**src/inc/ass_pkg.sv**
```systemverilog
package ass_pkg;

  // Clock and oscillator timing
  localparam int CLK_PERIOD_NS = 10;
  localparam int VLO_PERIOD_US = 100;
  localparam int VLO_CYCLES    = (VLO_PERIOD_US * 1000) / CLK_PERIOD_NS;

  // Supply sources
  localparam int             NUM_SRC  = 3;
  localparam int             SRC_W    = 2;
  localparam logic [SRC_W-1:0] SRC_PRI  = 2'h0;
  localparam logic [SRC_W-1:0] SRC_B1   = 2'h1;
  localparam logic [SRC_W-1:0] SRC_B2   = 2'h2;
  localparam logic [SRC_W-1:0] SRC_NONE = 2'h3;

  // Threshold codes
  localparam int             LVL_W      = 3;
  localparam logic [LVL_W-1:0] LVL_TOP    = 3'h7;
  localparam logic [LVL_W-1:0] LVL_MERGED = 3'h6;

  // Register byte addresses
  localparam int             ADDR_W      = 8;
  localparam logic [ADDR_W-1:0] ADDR_CTRL   = 8'h00;
  localparam logic [ADDR_W-1:0] ADDR_LEVEL  = 8'h04;
  localparam logic [ADDR_W-1:0] ADDR_STATUS = 8'h08;

  // Control register fields
  localparam int          CTRL_SW_MODE   = 0;
  localparam int          CTRL_SEL_LSB   = 1;
  localparam int          CTRL_PRIO      = 3;
  localparam int          CTRL_SWCTL_LSB = 4;
  localparam logic [31:0] CTRL_MASK      = 32'h0000_007f;
  localparam logic [31:0] CTRL_RESET     = 32'h0000_0000;

  // Level register fields
  localparam int          LVL_PRI_LSB = 0;
  localparam int          LVL_B1_LSB  = 4;
  localparam int          LVL_B2_LSB  = 8;
  localparam int          LVL_SVM_LSB = 12;
  localparam logic [31:0] LEVEL_MASK  = 32'h0000_7777;
  localparam logic [31:0] LEVEL_RESET = 32'h0000_0000;

  // Status register fields
  localparam int ST_ACTIVE_LSB = 0;
  localparam int ST_VALID_LSB  = 4;
  localparam int ST_MON_LSB    = 8;
  localparam int ST_CMP_LSB    = 12;
  localparam int ST_RUN        = 16;

  typedef enum {ST_BOOT, ST_RUNNING} ass_state_e;

  typedef struct packed {
    logic [SRC_W-1:0] analog_sel;
    logic [SRC_W-1:0] digital_sel;
  } ass_rail_s;

  typedef struct packed {
    logic             en;
    logic [SRC_W-1:0] src;
    logic [LVL_W-1:0] code;
  } ass_cmp_s;

endpackage : ass_pkg

```
**src/hw/ass_supply_switch.sv**
```systemverilog
`timescale 1ns/1ps
// Contract
// - An auxiliary source always feeds both the analog and the digital system rail together.
// - The source is chosen either by software command or automatically by hardware thresholds.
// - A source change never stops or resets the running logic.
// - After power-up the start source is primary or backup one, whichever is higher.
// - A software priority bit decides whether backup two is tried before backup one.
// - In hardware mode a supervisor drop moves to another source that is marked valid.
// - In hardware mode, each source neither in use nor under software control is checked by the comparator.
// - Each checked source uses its own threshold code and its result becomes its valid flag.
// - With no source left to check, automatic checking is switched off.
// - A valid backup source never starts a switch by itself, only a supervisor drop does.
// - A valid primary source is switched back to at once without a supervisor drop.
// - Two checked sources share the comparator, alternating one per oscillator period.
// - Threshold codes 0 to 7 are shared by backup and supervisor levels, 6 and 7 equal.
module ass_supply_switch #(
  parameter int VLO_CYCLES = ass_pkg::VLO_CYCLES
) (
  // Clock and reset
  input  wire logic                        clk,
  input  wire logic                        rst,
  // AHB-Lite slave
  input  wire logic                        hsel,
  input  wire logic [31:0]                 haddr,
  input  wire logic [1:0]                  htrans,
  input  wire logic                        hwrite,
  input  wire logic [2:0]                  hsize,
  input  wire logic [31:0]                 hwdata,
  input  wire logic                        hready,
  output logic      [31:0]                 hrdata,
  output logic                             hreadyout,
  output logic                             hresp,
  // Analog comparators and supervisor
  input  wire logic                        primary_above_backup,
  input  wire logic                        supervisor_below,
  input  wire logic                        comparator_above,
  // Switch and monitor controls
  output ass_pkg::ass_rail_s               rail_sel,
  output ass_pkg::ass_cmp_s                monitor,
  output logic [ass_pkg::LVL_W-1:0]        supervisor_level_field
);

  logic                             acc_q;
  logic                             wr_q;
  logic [ass_pkg::ADDR_W-1:0]       addr_q;
  logic [31:0]                      rdata_q;
  logic [31:0]                      ctrl_q;
  logic [31:0]                      level_q;
  logic [31:0]                      rd_val;
  logic                             take;
  ass_pkg::ass_state_e              state_q;
  logic [ass_pkg::SRC_W-1:0]        active_q;
  logic [ass_pkg::SRC_W-1:0]        active_d;
  logic                             svm_switch;
  logic [ass_pkg::NUM_SRC-1:0]      valid_q;
  logic [ass_pkg::NUM_SRC-1:0]      mon_mask;
  logic [ass_pkg::NUM_SRC-1:0]      cand;
  logic                             sw_mode;
  logic [ass_pkg::SRC_W-1:0]        sw_sel;
  logic                             prio_b2;
  logic [ass_pkg::NUM_SRC-1:0]      swctl;
  logic                             tick;
  logic                             sched_en;
  logic [ass_pkg::SRC_W-1:0]        sched_src;
  ass_pkg::ass_cmp_s                mon_q;
  logic [ass_pkg::LVL_W-1:0]        svm_lvl_q;

  // Codes 6 and 7 name one level, so the analog side only ever sees 6
  function automatic logic [ass_pkg::LVL_W-1:0] merge_code(input logic [ass_pkg::LVL_W-1:0] c);
    return (c == ass_pkg::LVL_TOP) ? ass_pkg::LVL_MERGED : c;
  endfunction : merge_code

  function automatic logic [ass_pkg::LVL_W-1:0] src_code(
    input logic [31:0]               lv,
    input logic [ass_pkg::SRC_W-1:0] s
  );
    logic [ass_pkg::LVL_W-1:0] c;
    c = lv[ass_pkg::LVL_PRI_LSB +: ass_pkg::LVL_W];
    if (s == ass_pkg::SRC_B1) begin
      c = lv[ass_pkg::LVL_B1_LSB +: ass_pkg::LVL_W];
    end else if (s == ass_pkg::SRC_B2) begin
      c = lv[ass_pkg::LVL_B2_LSB +: ass_pkg::LVL_W];
    end
    return merge_code(c);
  endfunction : src_code

  // Bus slave: zero wait states, always OKAY
  assign hreadyout = 1'b1;
  assign hresp     = 1'b0;
  assign hrdata    = rdata_q;
  assign take      = hsel && hready && htrans[1];

  always_ff @(posedge clk or posedge rst) begin
    if (rst) begin
      acc_q  <= 1'b0;
      wr_q   <= 1'b0;
      addr_q <= '0;
    end else if (hready) begin
      acc_q  <= take;
      wr_q   <= hwrite;
      addr_q <= haddr[ass_pkg::ADDR_W-1:0];
    end
  end

  always_comb begin
    rd_val = 32'h0000_0000;
    if (haddr[ass_pkg::ADDR_W-1:0] == ass_pkg::ADDR_CTRL) begin
      rd_val = ctrl_q;
    end else if (haddr[ass_pkg::ADDR_W-1:0] == ass_pkg::ADDR_LEVEL) begin
      rd_val = level_q;
    end else if (haddr[ass_pkg::ADDR_W-1:0] == ass_pkg::ADDR_STATUS) begin
      rd_val[ass_pkg::ST_ACTIVE_LSB +: ass_pkg::SRC_W]  = active_q;
      rd_val[ass_pkg::ST_VALID_LSB +: ass_pkg::NUM_SRC] = valid_q;
      rd_val[ass_pkg::ST_MON_LSB +: ass_pkg::NUM_SRC]   = mon_mask;
      rd_val[ass_pkg::ST_CMP_LSB +: ass_pkg::SRC_W]     = sched_src;
      rd_val[ass_pkg::ST_RUN]                           = (state_q == ass_pkg::ST_RUNNING);
    end
  end

  // Read data are captured in the address phase, one cycle ahead of the data phase
  always_ff @(posedge clk or posedge rst) begin
    if (rst) begin
      rdata_q <= 32'h0000_0000;
    end else if (take && !hwrite) begin
      rdata_q <= rd_val;
    end
  end

  always_ff @(posedge clk or posedge rst) begin
    if (rst) begin
      ctrl_q  <= ass_pkg::CTRL_RESET;
      level_q <= ass_pkg::LEVEL_RESET;
    end else if (acc_q && wr_q) begin
      if (addr_q == ass_pkg::ADDR_CTRL) begin
        ctrl_q <= hwdata & ass_pkg::CTRL_MASK;
      end else if (addr_q == ass_pkg::ADDR_LEVEL) begin
        level_q <= hwdata & ass_pkg::LEVEL_MASK;
      end
    end
  end

  assign sw_mode = ctrl_q[ass_pkg::CTRL_SW_MODE];
  assign sw_sel  = ctrl_q[ass_pkg::CTRL_SEL_LSB +: ass_pkg::SRC_W];
  assign prio_b2 = ctrl_q[ass_pkg::CTRL_PRIO];
  assign swctl   = ctrl_q[ass_pkg::CTRL_SWCTL_LSB +: ass_pkg::NUM_SRC];

  generate
    for (genvar i = 0; i < ass_pkg::NUM_SRC; i++) begin : g_mask
      assign mon_mask[i] = !sw_mode && !swctl[i] && (active_q != ass_pkg::SRC_W'(i));
      assign cand[i]     = mon_mask[i] && valid_q[i];
    end
  endgenerate

  ass_mon_sched #(
    .DIV (VLO_CYCLES),
    .N   (ass_pkg::NUM_SRC)
  ) u_sched (
    .clk  (clk),
    .rst  (rst),
    .mask (mon_mask),
    .tick (tick),
    .en   (sched_en),
    .src  (sched_src)
  );

  always_comb begin
    active_d   = active_q;
    svm_switch = 1'b0;
    if (state_q == ass_pkg::ST_BOOT) begin
      active_d = primary_above_backup ? ass_pkg::SRC_PRI : ass_pkg::SRC_B1;
    end else if (sw_mode) begin
      if (sw_sel != ass_pkg::SRC_NONE) begin
        active_d = sw_sel;
      end
    end else if (cand[ass_pkg::SRC_PRI]) begin
      active_d = ass_pkg::SRC_PRI;
    end else if (supervisor_below) begin
      if (cand[ass_pkg::SRC_B1] && cand[ass_pkg::SRC_B2]) begin
        active_d = prio_b2 ? ass_pkg::SRC_B2 : ass_pkg::SRC_B1;
      end else if (cand[ass_pkg::SRC_B1]) begin
        active_d = ass_pkg::SRC_B1;
      end else if (cand[ass_pkg::SRC_B2]) begin
        active_d = ass_pkg::SRC_B2;
      end
      svm_switch = (active_d != active_q);
    end
  end

  // glitch free change, only the select moves
  always_ff @(posedge clk or posedge rst) begin
    if (rst) begin
      state_q  <= ass_pkg::ST_BOOT;
      active_q <= ass_pkg::SRC_PRI;
    end else begin
      state_q  <= ass_pkg::ST_RUNNING;
      active_q <= active_d;
    end
  end

  // flag at period end
  // The abandoned source is marked bad so a stale flag cannot pull the rail straight back
  always_ff @(posedge clk or posedge rst) begin
    if (rst) begin
      valid_q <= '0;
    end else begin
      if (svm_switch) begin
        valid_q[active_q] <= 1'b0;
      end
      if (tick) begin
        valid_q[sched_src] <= comparator_above;
      end
    end
  end

  always_ff @(posedge clk or posedge rst) begin
    if (rst) begin
      mon_q     <= '0;
      svm_lvl_q <= '0;
    end else begin
      mon_q.en   <= sched_en;
      mon_q.src  <= sched_src;
      mon_q.code <= src_code(level_q, sched_src);
      svm_lvl_q  <= merge_code(level_q[ass_pkg::LVL_SVM_LSB +: ass_pkg::LVL_W]);
    end
  end

  assign rail_sel.analog_sel  = active_q;
  assign rail_sel.digital_sel = active_q;
  assign monitor                = mon_q;
  assign supervisor_level_field = svm_lvl_q;
endmodule : ass_supply_switch

```
**src/hw/ass_mon_sched.sv**
```systemverilog
`timescale 1ns/1ps
module ass_mon_sched #(
  parameter int DIV = ass_pkg::VLO_CYCLES,
  parameter int N   = ass_pkg::NUM_SRC
) (
  // Clock and reset
  input  wire logic                     clk,
  input  wire logic                     rst,
  // Sources to be checked
  input  wire logic [N-1:0]             mask,
  // Schedule
  output logic                          tick,
  output logic                          en,
  output logic [ass_pkg::SRC_W-1:0]     src
);
  localparam int CW = (DIV > 1) ? $clog2(DIV) : 1;

  logic [CW-1:0]                 cnt_q;
  logic [ass_pkg::SRC_W-1:0]     src_q;
  logic                          en_q;

  // Next monitored source after cur, wrapping round; cur itself if it is the only one
  function automatic logic [ass_pkg::SRC_W-1:0] next_src(
    input logic [ass_pkg::SRC_W-1:0] cur,
    input logic [N-1:0]              m
  );
    logic [ass_pkg::SRC_W-1:0] res;
    logic                      found;
    int                        idx;
    res   = cur;
    found = 1'b0;
    for (int k = 1; k <= N; k++) begin
      idx = (int'(cur) + k) % N;
      if (!found && m[idx]) begin
        res   = ass_pkg::SRC_W'(idx);
        found = 1'b1;
      end
    end
    return res;
  endfunction : next_src

  assign tick = en_q && mask[src_q] && (cnt_q == CW'(DIV - 1));
  assign en   = en_q;
  assign src  = src_q;

  always_ff @(posedge clk or posedge rst) begin
    if (rst) begin
      cnt_q <= '0;
      src_q <= ass_pkg::SRC_PRI;
      en_q  <= 1'b0;
    end else if (mask == '0) begin
      cnt_q <= '0;
      en_q  <= 1'b0;
    end else if (!en_q || !mask[src_q]) begin
      // Set changed under us: restart a full period on a legal source
      src_q <= next_src(src_q, mask);
      en_q  <= 1'b1;
      cnt_q <= '0;
    end else if (tick) begin
      cnt_q <= '0;
      src_q <= next_src(src_q, mask);
    end else begin
      cnt_q <= cnt_q + CW'(1);
    end
  end

endmodule : ass_mon_sched

```
**config.mk**
```make
export PLATFORM = sky130hd
export DESIGN_NAME = ass_supply_switch
export DESIGN_NICKNAME = d
export VERILOG_FILES = /design/src/inc/ass_pkg.sv /design/src/hw/ass_supply_switch.sv /design/src/hw/ass_mon_sched.sv
export SDC_FILE = /design/constraint.sdc
export NUM_CORES = 1
export LEC_CHECK = 0
export BUFFER_PORTS_ARGS = -buffer_cell sky130_fd_sc_hd__clkbuf_2
export CAP_MARGIN = 10
export CORE_ASPECT_RATIO = 0.6
export CORE_MARGIN = 2
export CORE_UTILIZATION = 55
export DETAILED_ROUTE_END_ITERATION = 6
export PLACE_DENSITY = 0.85
export SYNTH_ARGS = -nofsm -noshare
export SYNTH_HDL_FRONTEND = slang
export SYNTH_HIERARCHICAL = 1
export SYNTH_SLANG_ARGS = --single-unit
export TNS_END_PERCENT = 30
```
**constraint.sdc**
```tcl
create_clock -name clk -period 4.21 [get_ports clk]
set_input_delay 0.421 -clock clk [delete_from_list [all_inputs] [get_ports clk]]
set_output_delay 0.421 -clock clk [all_outputs]
set_load 0.02 [all_outputs]
```
# Word-level counts from Yosys, hierarchy flattened
# Index checks and enable logic that the tools add are counted.
# totals
out_inout_bits	47
ramBits	0
inputBits	77
register_bits	93
word_cells	171
latchBits	0
rom_bits	0
n_memories	0
# classes
n_div	3
n_addsub	4
bitwise_logic	4
n_mul	0
n_eq_ne	13
muxes	78
magnitude_cmp	7
n_shift	0
reduce_logical	46
# ops
operator	count
$lt A32 B4 Y1 const B	3
$mod A32 B3 Y32 const B	3
$mux W2	24
$mux W14	3
$mux W1	33
$logic_not A32 Y1	1
$mux W3	10
$logic_and A1 B1 Y1	22
$mux W17	1
$eq A8 B3 Y1 const B	2
$logic_not A8 Y1	2
$add A14 B1 Y14 const B	1
$eq A14 B14 Y1 const B	1
$logic_not A1 Y1	11
$bmux W1 S2	4
$eq A8 B4 Y1 const B	1
$add A2 B2 Y3 const B	2
$eq A3 B3 Y1 const B	2
$lt A2 B3 Y1 const B	2
$reduce_and A2 Y1	3
$reduce_bool A2 Y1	3
$demux W1 S2	2
$ge A2 B1 Y1 const B	2
$ne A2 B2 Y1 const B	2
other kinds (14)	15

# Longest topological paths before layout
# logic_depth
word_depth	21
depth_mapped	11
ltp_nobuf	10

# Cells and area by module
# The synthesis kept the hierarchy.
# modules_own_cells
module	seq_area_each_um2	instances	area_per_inst_um2	cells_each
ass_supply_switch	1451.4	1	2760.1	234
ass_mon_sched	425.4	1	1094.8	122

# Worst setup path before layout
# No wires, ideal clock.
# synth_timing
path_type	flip-flop to flip-flop
startpoint	register active_q[0] (netlist name)
endpoint	register valid_q[0] (netlist name)
path_slack_ns	1.864
t_arrival_ns	2.218
path_stages_with_launch	12
t_required_ns	4.082
setup_time_ns	0.128
cell_sequence	dfrtp_1 -> nor2b_1 -> nor3_1 -> buf_4 -> mux2i_1 -> o22ai_1 -> nand2_1 -> nor2_1 -> nor3b_1 -> nor2_1 -> a21oi_1 -> a21oi_1
# synth_via
word_cells_on_any_way	36
cone_classes	order compare (2); eq/ne (3); mux (18); bitwise (2); reduce/logical (11)
# synth_lines
element	line_no	source
start, declared	ass_supply_switch.sv:52	logic [ass_pkg::SRC_W-1:0] active_q;
start signal, assigned	ass_supply_switch.sv:193	active_q <= ass_pkg::SRC_PRI;
start signal, assigned	ass_supply_switch.sv:196	active_q <= active_d;
$ne A2 B1 Y1	ass_supply_switch.sv:149	assign mon_mask[i] = !sw_mode && !swctl[i] && (active_q != ass_pkg::SRC_W'(i));
$logic_and A1 B1 Y1	ass_supply_switch.sv:149	
via mon_mask, one bit	ass_supply_switch.sv:56	logic [ass_pkg::NUM_SRC-1:0] mon_mask;
$bmux W1 S2	ass_mon_sched.sv:42	assign tick = en_q && mask[src_q] && (cnt_q == CW'(DIV - 1));
$mux W1 (not written as such)	ass_mon_sched.sv:42	
$logic_and A1 B1 Y1 (2 in series)	ass_mon_sched.sv:42	
via tick	ass_supply_switch.sv:62	logic tick;
$mux W3	ass_supply_switch.sv:209	if (tick) begin
end signal, assigned by index	ass_supply_switch.sv:210	valid_q[sched_src] <= comparator_above;
end, declared	ass_supply_switch.sv:55	logic [ass_pkg::NUM_SRC-1:0] valid_q;
# The timed path passes the listed nets, and every way through them passes these cells. The select of a mux whose other input is x is not followed.
# A chain may end at the register's enable or synchronous reset.

# Worst setup path after layout
# Ends and elaborated chain as after synthesis.

==> flow_metrics.env <==
export IMPL_status="completed"
export IMPL_yosysUniqueCellTypes=57
export IMPL_gp_congestion=0.817
export IMPL_synth_edf_count=0
export IMPL_diodes=0
export IMPL_critPathRequiredTime_ps=4420
export IMPL_numCtsBuffers=9
export IMPL_arrival_ps=2850
export IMPL_core_area_um2=6730
export IMPL_drtAntennaViolNets=0
export IMPL_die_height_um=68.9
export IMPL_critPathTopFamily="simple AND/OR/NAND/NOR gates"
export IMPL_ioPinCount=124
export IMPL_post_cts_resized=0
export IMPL_cts_tree="built"
export IMPL_dr_pass1_iters=5
export IMPL_setup_viol=0
export IMPL_grt_ovfl_total=0
export IMPL_grt_usage=0.247
export IMPL_fin_area_um2=4420
export IMPL_grt_max_degree=43
export IMPL_worst_clock_skew_ps=5.84
export IMPL_post_cts_buffers=0
export IMPL_fp_dieArea_um2=7720
export IMPL_first_global_vias=2735
export IMPL_rows=23
export IMPL_clockBufferDepth=2
export IMPL_fin_setup_tns_ps=0
export IMPL_synth_area_um2=3850
export IMPL_first_iter_violations=286
export IMPL_syn_inst=356
export IMPL_worstPathMaxFanout=14
export IMPL_viasPerCell=5.88
export IMPL_cts_hold_buf=0
export IMPL_critical_path_buf_inv_count=1
export IMPL_postSynthAreaPerCell_um2=10.8
export IMPL_synth_flop_cell="dfrtp_1"
export IMPL_synth_top_area_share=0.487
export IMPL_root_buffer="clkbuf_16"
export IMPL_drc=0
export IMPL_hold_ws_ps=35.9
export IMPL_min_delay_path_class="input pin to asynchronous set/reset pin"
export IMPL_slowest_delay_ps=490
export IMPL_dp_cells=484
export IMPL_hpwl_mm=6.35
export IMPL_area_growth_pct=14.6
export IMPL_slowest_stage="dfrtp_1"
export IMPL_tightest_slew_ps=683
export IMPL_synthTopCellsByCount="75 x dfrtp_1, 28 x nand2_1, 27 x nor2_1"
export IMPL_maxCapViolations=0
export IMPL_utilization=0.656
export IMPL_timing_fmax_mhz=379
export IMPL_critPathLaunch="active_q[0]$_DFFE_PP0P_"
export IMPL_slew_viol_final=0
export IMPL_r2r_start="active_q[0]$_DFFE_PP0P_"
export IMPL_yosysMostFrequentCell="dfrtp_1"
export IMPL_vias=2936
export IMPL_synth_area_leaders="dfrtp_1 49%, mux2_2 7.3%, mux2i_1 4.7%"
export IMPL_num_fill_cells=523
export IMPL_peakVddDrop_mv=0.257
export IMPL_synthArstFlopShare=1.00
export IMPL_period_minus_slack_ps=2640
export IMPL_path_cells="nor2b_1 -> nor3_1 -> buf_4 -> mux2i_1 -> o22ai_1 -> nand2_1 -> nor2_1 -> nor3b_1 -> nor2_1 -> a21oi_1 -> a21oi_1"
export IMPL_die_x_um=112
export IMPL_worstSetupEndpointType="flip-flop"
export IMPL_nNetsFinal=490
export IMPL_final_hold_viol_count=0
export IMPL_cts_max_level=3
export IMPL_wl_mm=8.81
export IMPL_power_density_nw_per_um2=437
export IMPL_reg2reg_slack_ps=1570
export IMPL_final_layout_size_suffix_gt1_frac=0.267
export IMPL_cts_sinks=75
export IMPL_cp_start_kind="flip-flop"
export IMPL_ys_ff_latch=75
export IMPL_grt_pass1_wl_mm=14.2
export IMPL_seq_area_frac_synth=0.487
export IMPL_port_buffers=56
export IMPL_worstReg2RegEnd="valid_q[0]$_DFF_PP0_"
export IMPL_critPathKind="flip-flop to flip-flop"
export IMPL_clkTransAtPathRegs_ps=50
export IMPL_insertion_delay_ps=340
export IMPL_start_util=0.572
export IMPL_dpl_instance_area_um2=4090
export IMPL_synth_top_area_cell="dfrtp_1"
export IMPL_leakagePower_nw=2.08
export IMPL_antenna_found_initial=0
export IMPL_r2r_worst_path_cells=11
export IMPL_final_cells=499
export IMPL_slew_headroom=0.545
export IMPL_post_drt_wl_per_cell_um=17.7
export IMPL_period_share=0.627
export IMPL_yosysWarnings=6
export IMPL_grt_setup_unrepaired="false"
==> worst reg2reg max path, cell delays in order (launching register included) <==
cell and delay [ps]:
dfrtp_1 490, nor2b_1 220, nor3_1 150, buf_4 230, mux2i_1 100, o22ai_1 300
nand2_1 120, nor2_1 250, nor3b_1 370, nor2_1 80, a21oi_1 140, a21oi_1 60
==> registers in the layout (all words and copies together) (netlist names), 3 cells and up <==
register / count
addr_q: 8
ctrl_q: 7
hrdata: 14
level_q: 12
monitor: 6
supervisor_level_field: 3
u_sched/cnt_q: 14
valid_q: 3
==> routing by layer <==
layer  global-route usage  share of wire  vias up
met5                    0              0        -
met4               0.0854          0.016        0
met3               0.0962          0.080       15
met2                0.352           0.45      143
met1                0.346           0.45     1454
li1                     -              -     1324
==> power by group <==
group / switching (mW) / leakage [nW] / internal [mW]
Clock: 0.283 / 0.165 / 0.571
Sequential: 0.0496 / 0.970 / 0.765
Combinational: 0.158 / 0.948 / 0.103
==> stage by stage <==
stage               setup WS [ps]  power, mW
CTS                          1630       1.95
global placement             1800       1.07
finish                       1570       1.93
floorplan                    1860       1.03
detailed placement           1700       1.09
global route                 1440       2.01
==> cells by family (layout without fill, tap and decap cells) <==
logic type | Yosys count | in the layout | share of synthesized area
buffers and inverters | 50 | 87 | 0.0785
AOI/OAI and AO/OA | 56 | 56 | 0.108
and+or+nand+nor | 110 | 110 | 0.153
muxes | 46 | 46 | 0.129
DFF | 75 | 75 | 0.487
other | 2 | 21 | 0.00195
adders and majority gates | 5 | 5 | 0.0162
xor gates and xnor gates | 12 | 12 | 0.0273
==> worst max-delay path by stage <==
stage          slack [ps]  cells after the start              endpoint
3_5_place_dp         1700                     11  valid_q[0]$_DFF_PP0_
2_1_floorplan        1860                     11  valid_q[0]$_DFF_PP0_
3_3_place_gp         1800                     11  valid_q[0]$_DFF_PP0_
6_report             1570                     11  valid_q[0]$_DFF_PP0_
5_1_grt              1440                     11  valid_q[0]$_DFF_PP0_
4_1_cts              1630                     11  valid_q[0]$_DFF_PP0_
==> final cells by class <==
class | instances | area, um^2 | share of cell area
clock buffer | 9 | 225 | 0.0510
sequential | 75 | 1880 | 0.425
multi-input combinational | 250 | 1750 | 0.395
inverter | 12 | 45.0 | 0.0102
clock inverter | 6 | 105 | 0.0238
tap | 87 | 109 | 0.0246
timing repair buffer | 60 | 310 | 0.0702
==> cell usage in the layout, fill, tap and decap left out, types with 3 or more instances in the layout <==
cell and instances:
inv_1 11, mux2i_1 18, xnor2_1 4, a32oi_1 5, mux2_1 3, a211oi_1 3, and3_1 3, xor2_1 8
nand2b_1 3, nand3b_1 3, o21ai_0 8, mux2_2 25, clkbuf_2 56, clkinv_2 3, o22ai_1 3, nor3_1 8
bufinv_16 3, buf_4 4, a22oi_2 3, dfrtp_1 75, nor2_1 27, clkbuf_16 9, nand2_1 28, nor2b_1 7
conb_1 21, ha_1 5, o211a_1 3, o21ai_1 4, a22o_1 7, nand3_1 10, nor4_1 3, a21oi_1 7
Power figures use the tool's default switching activity.
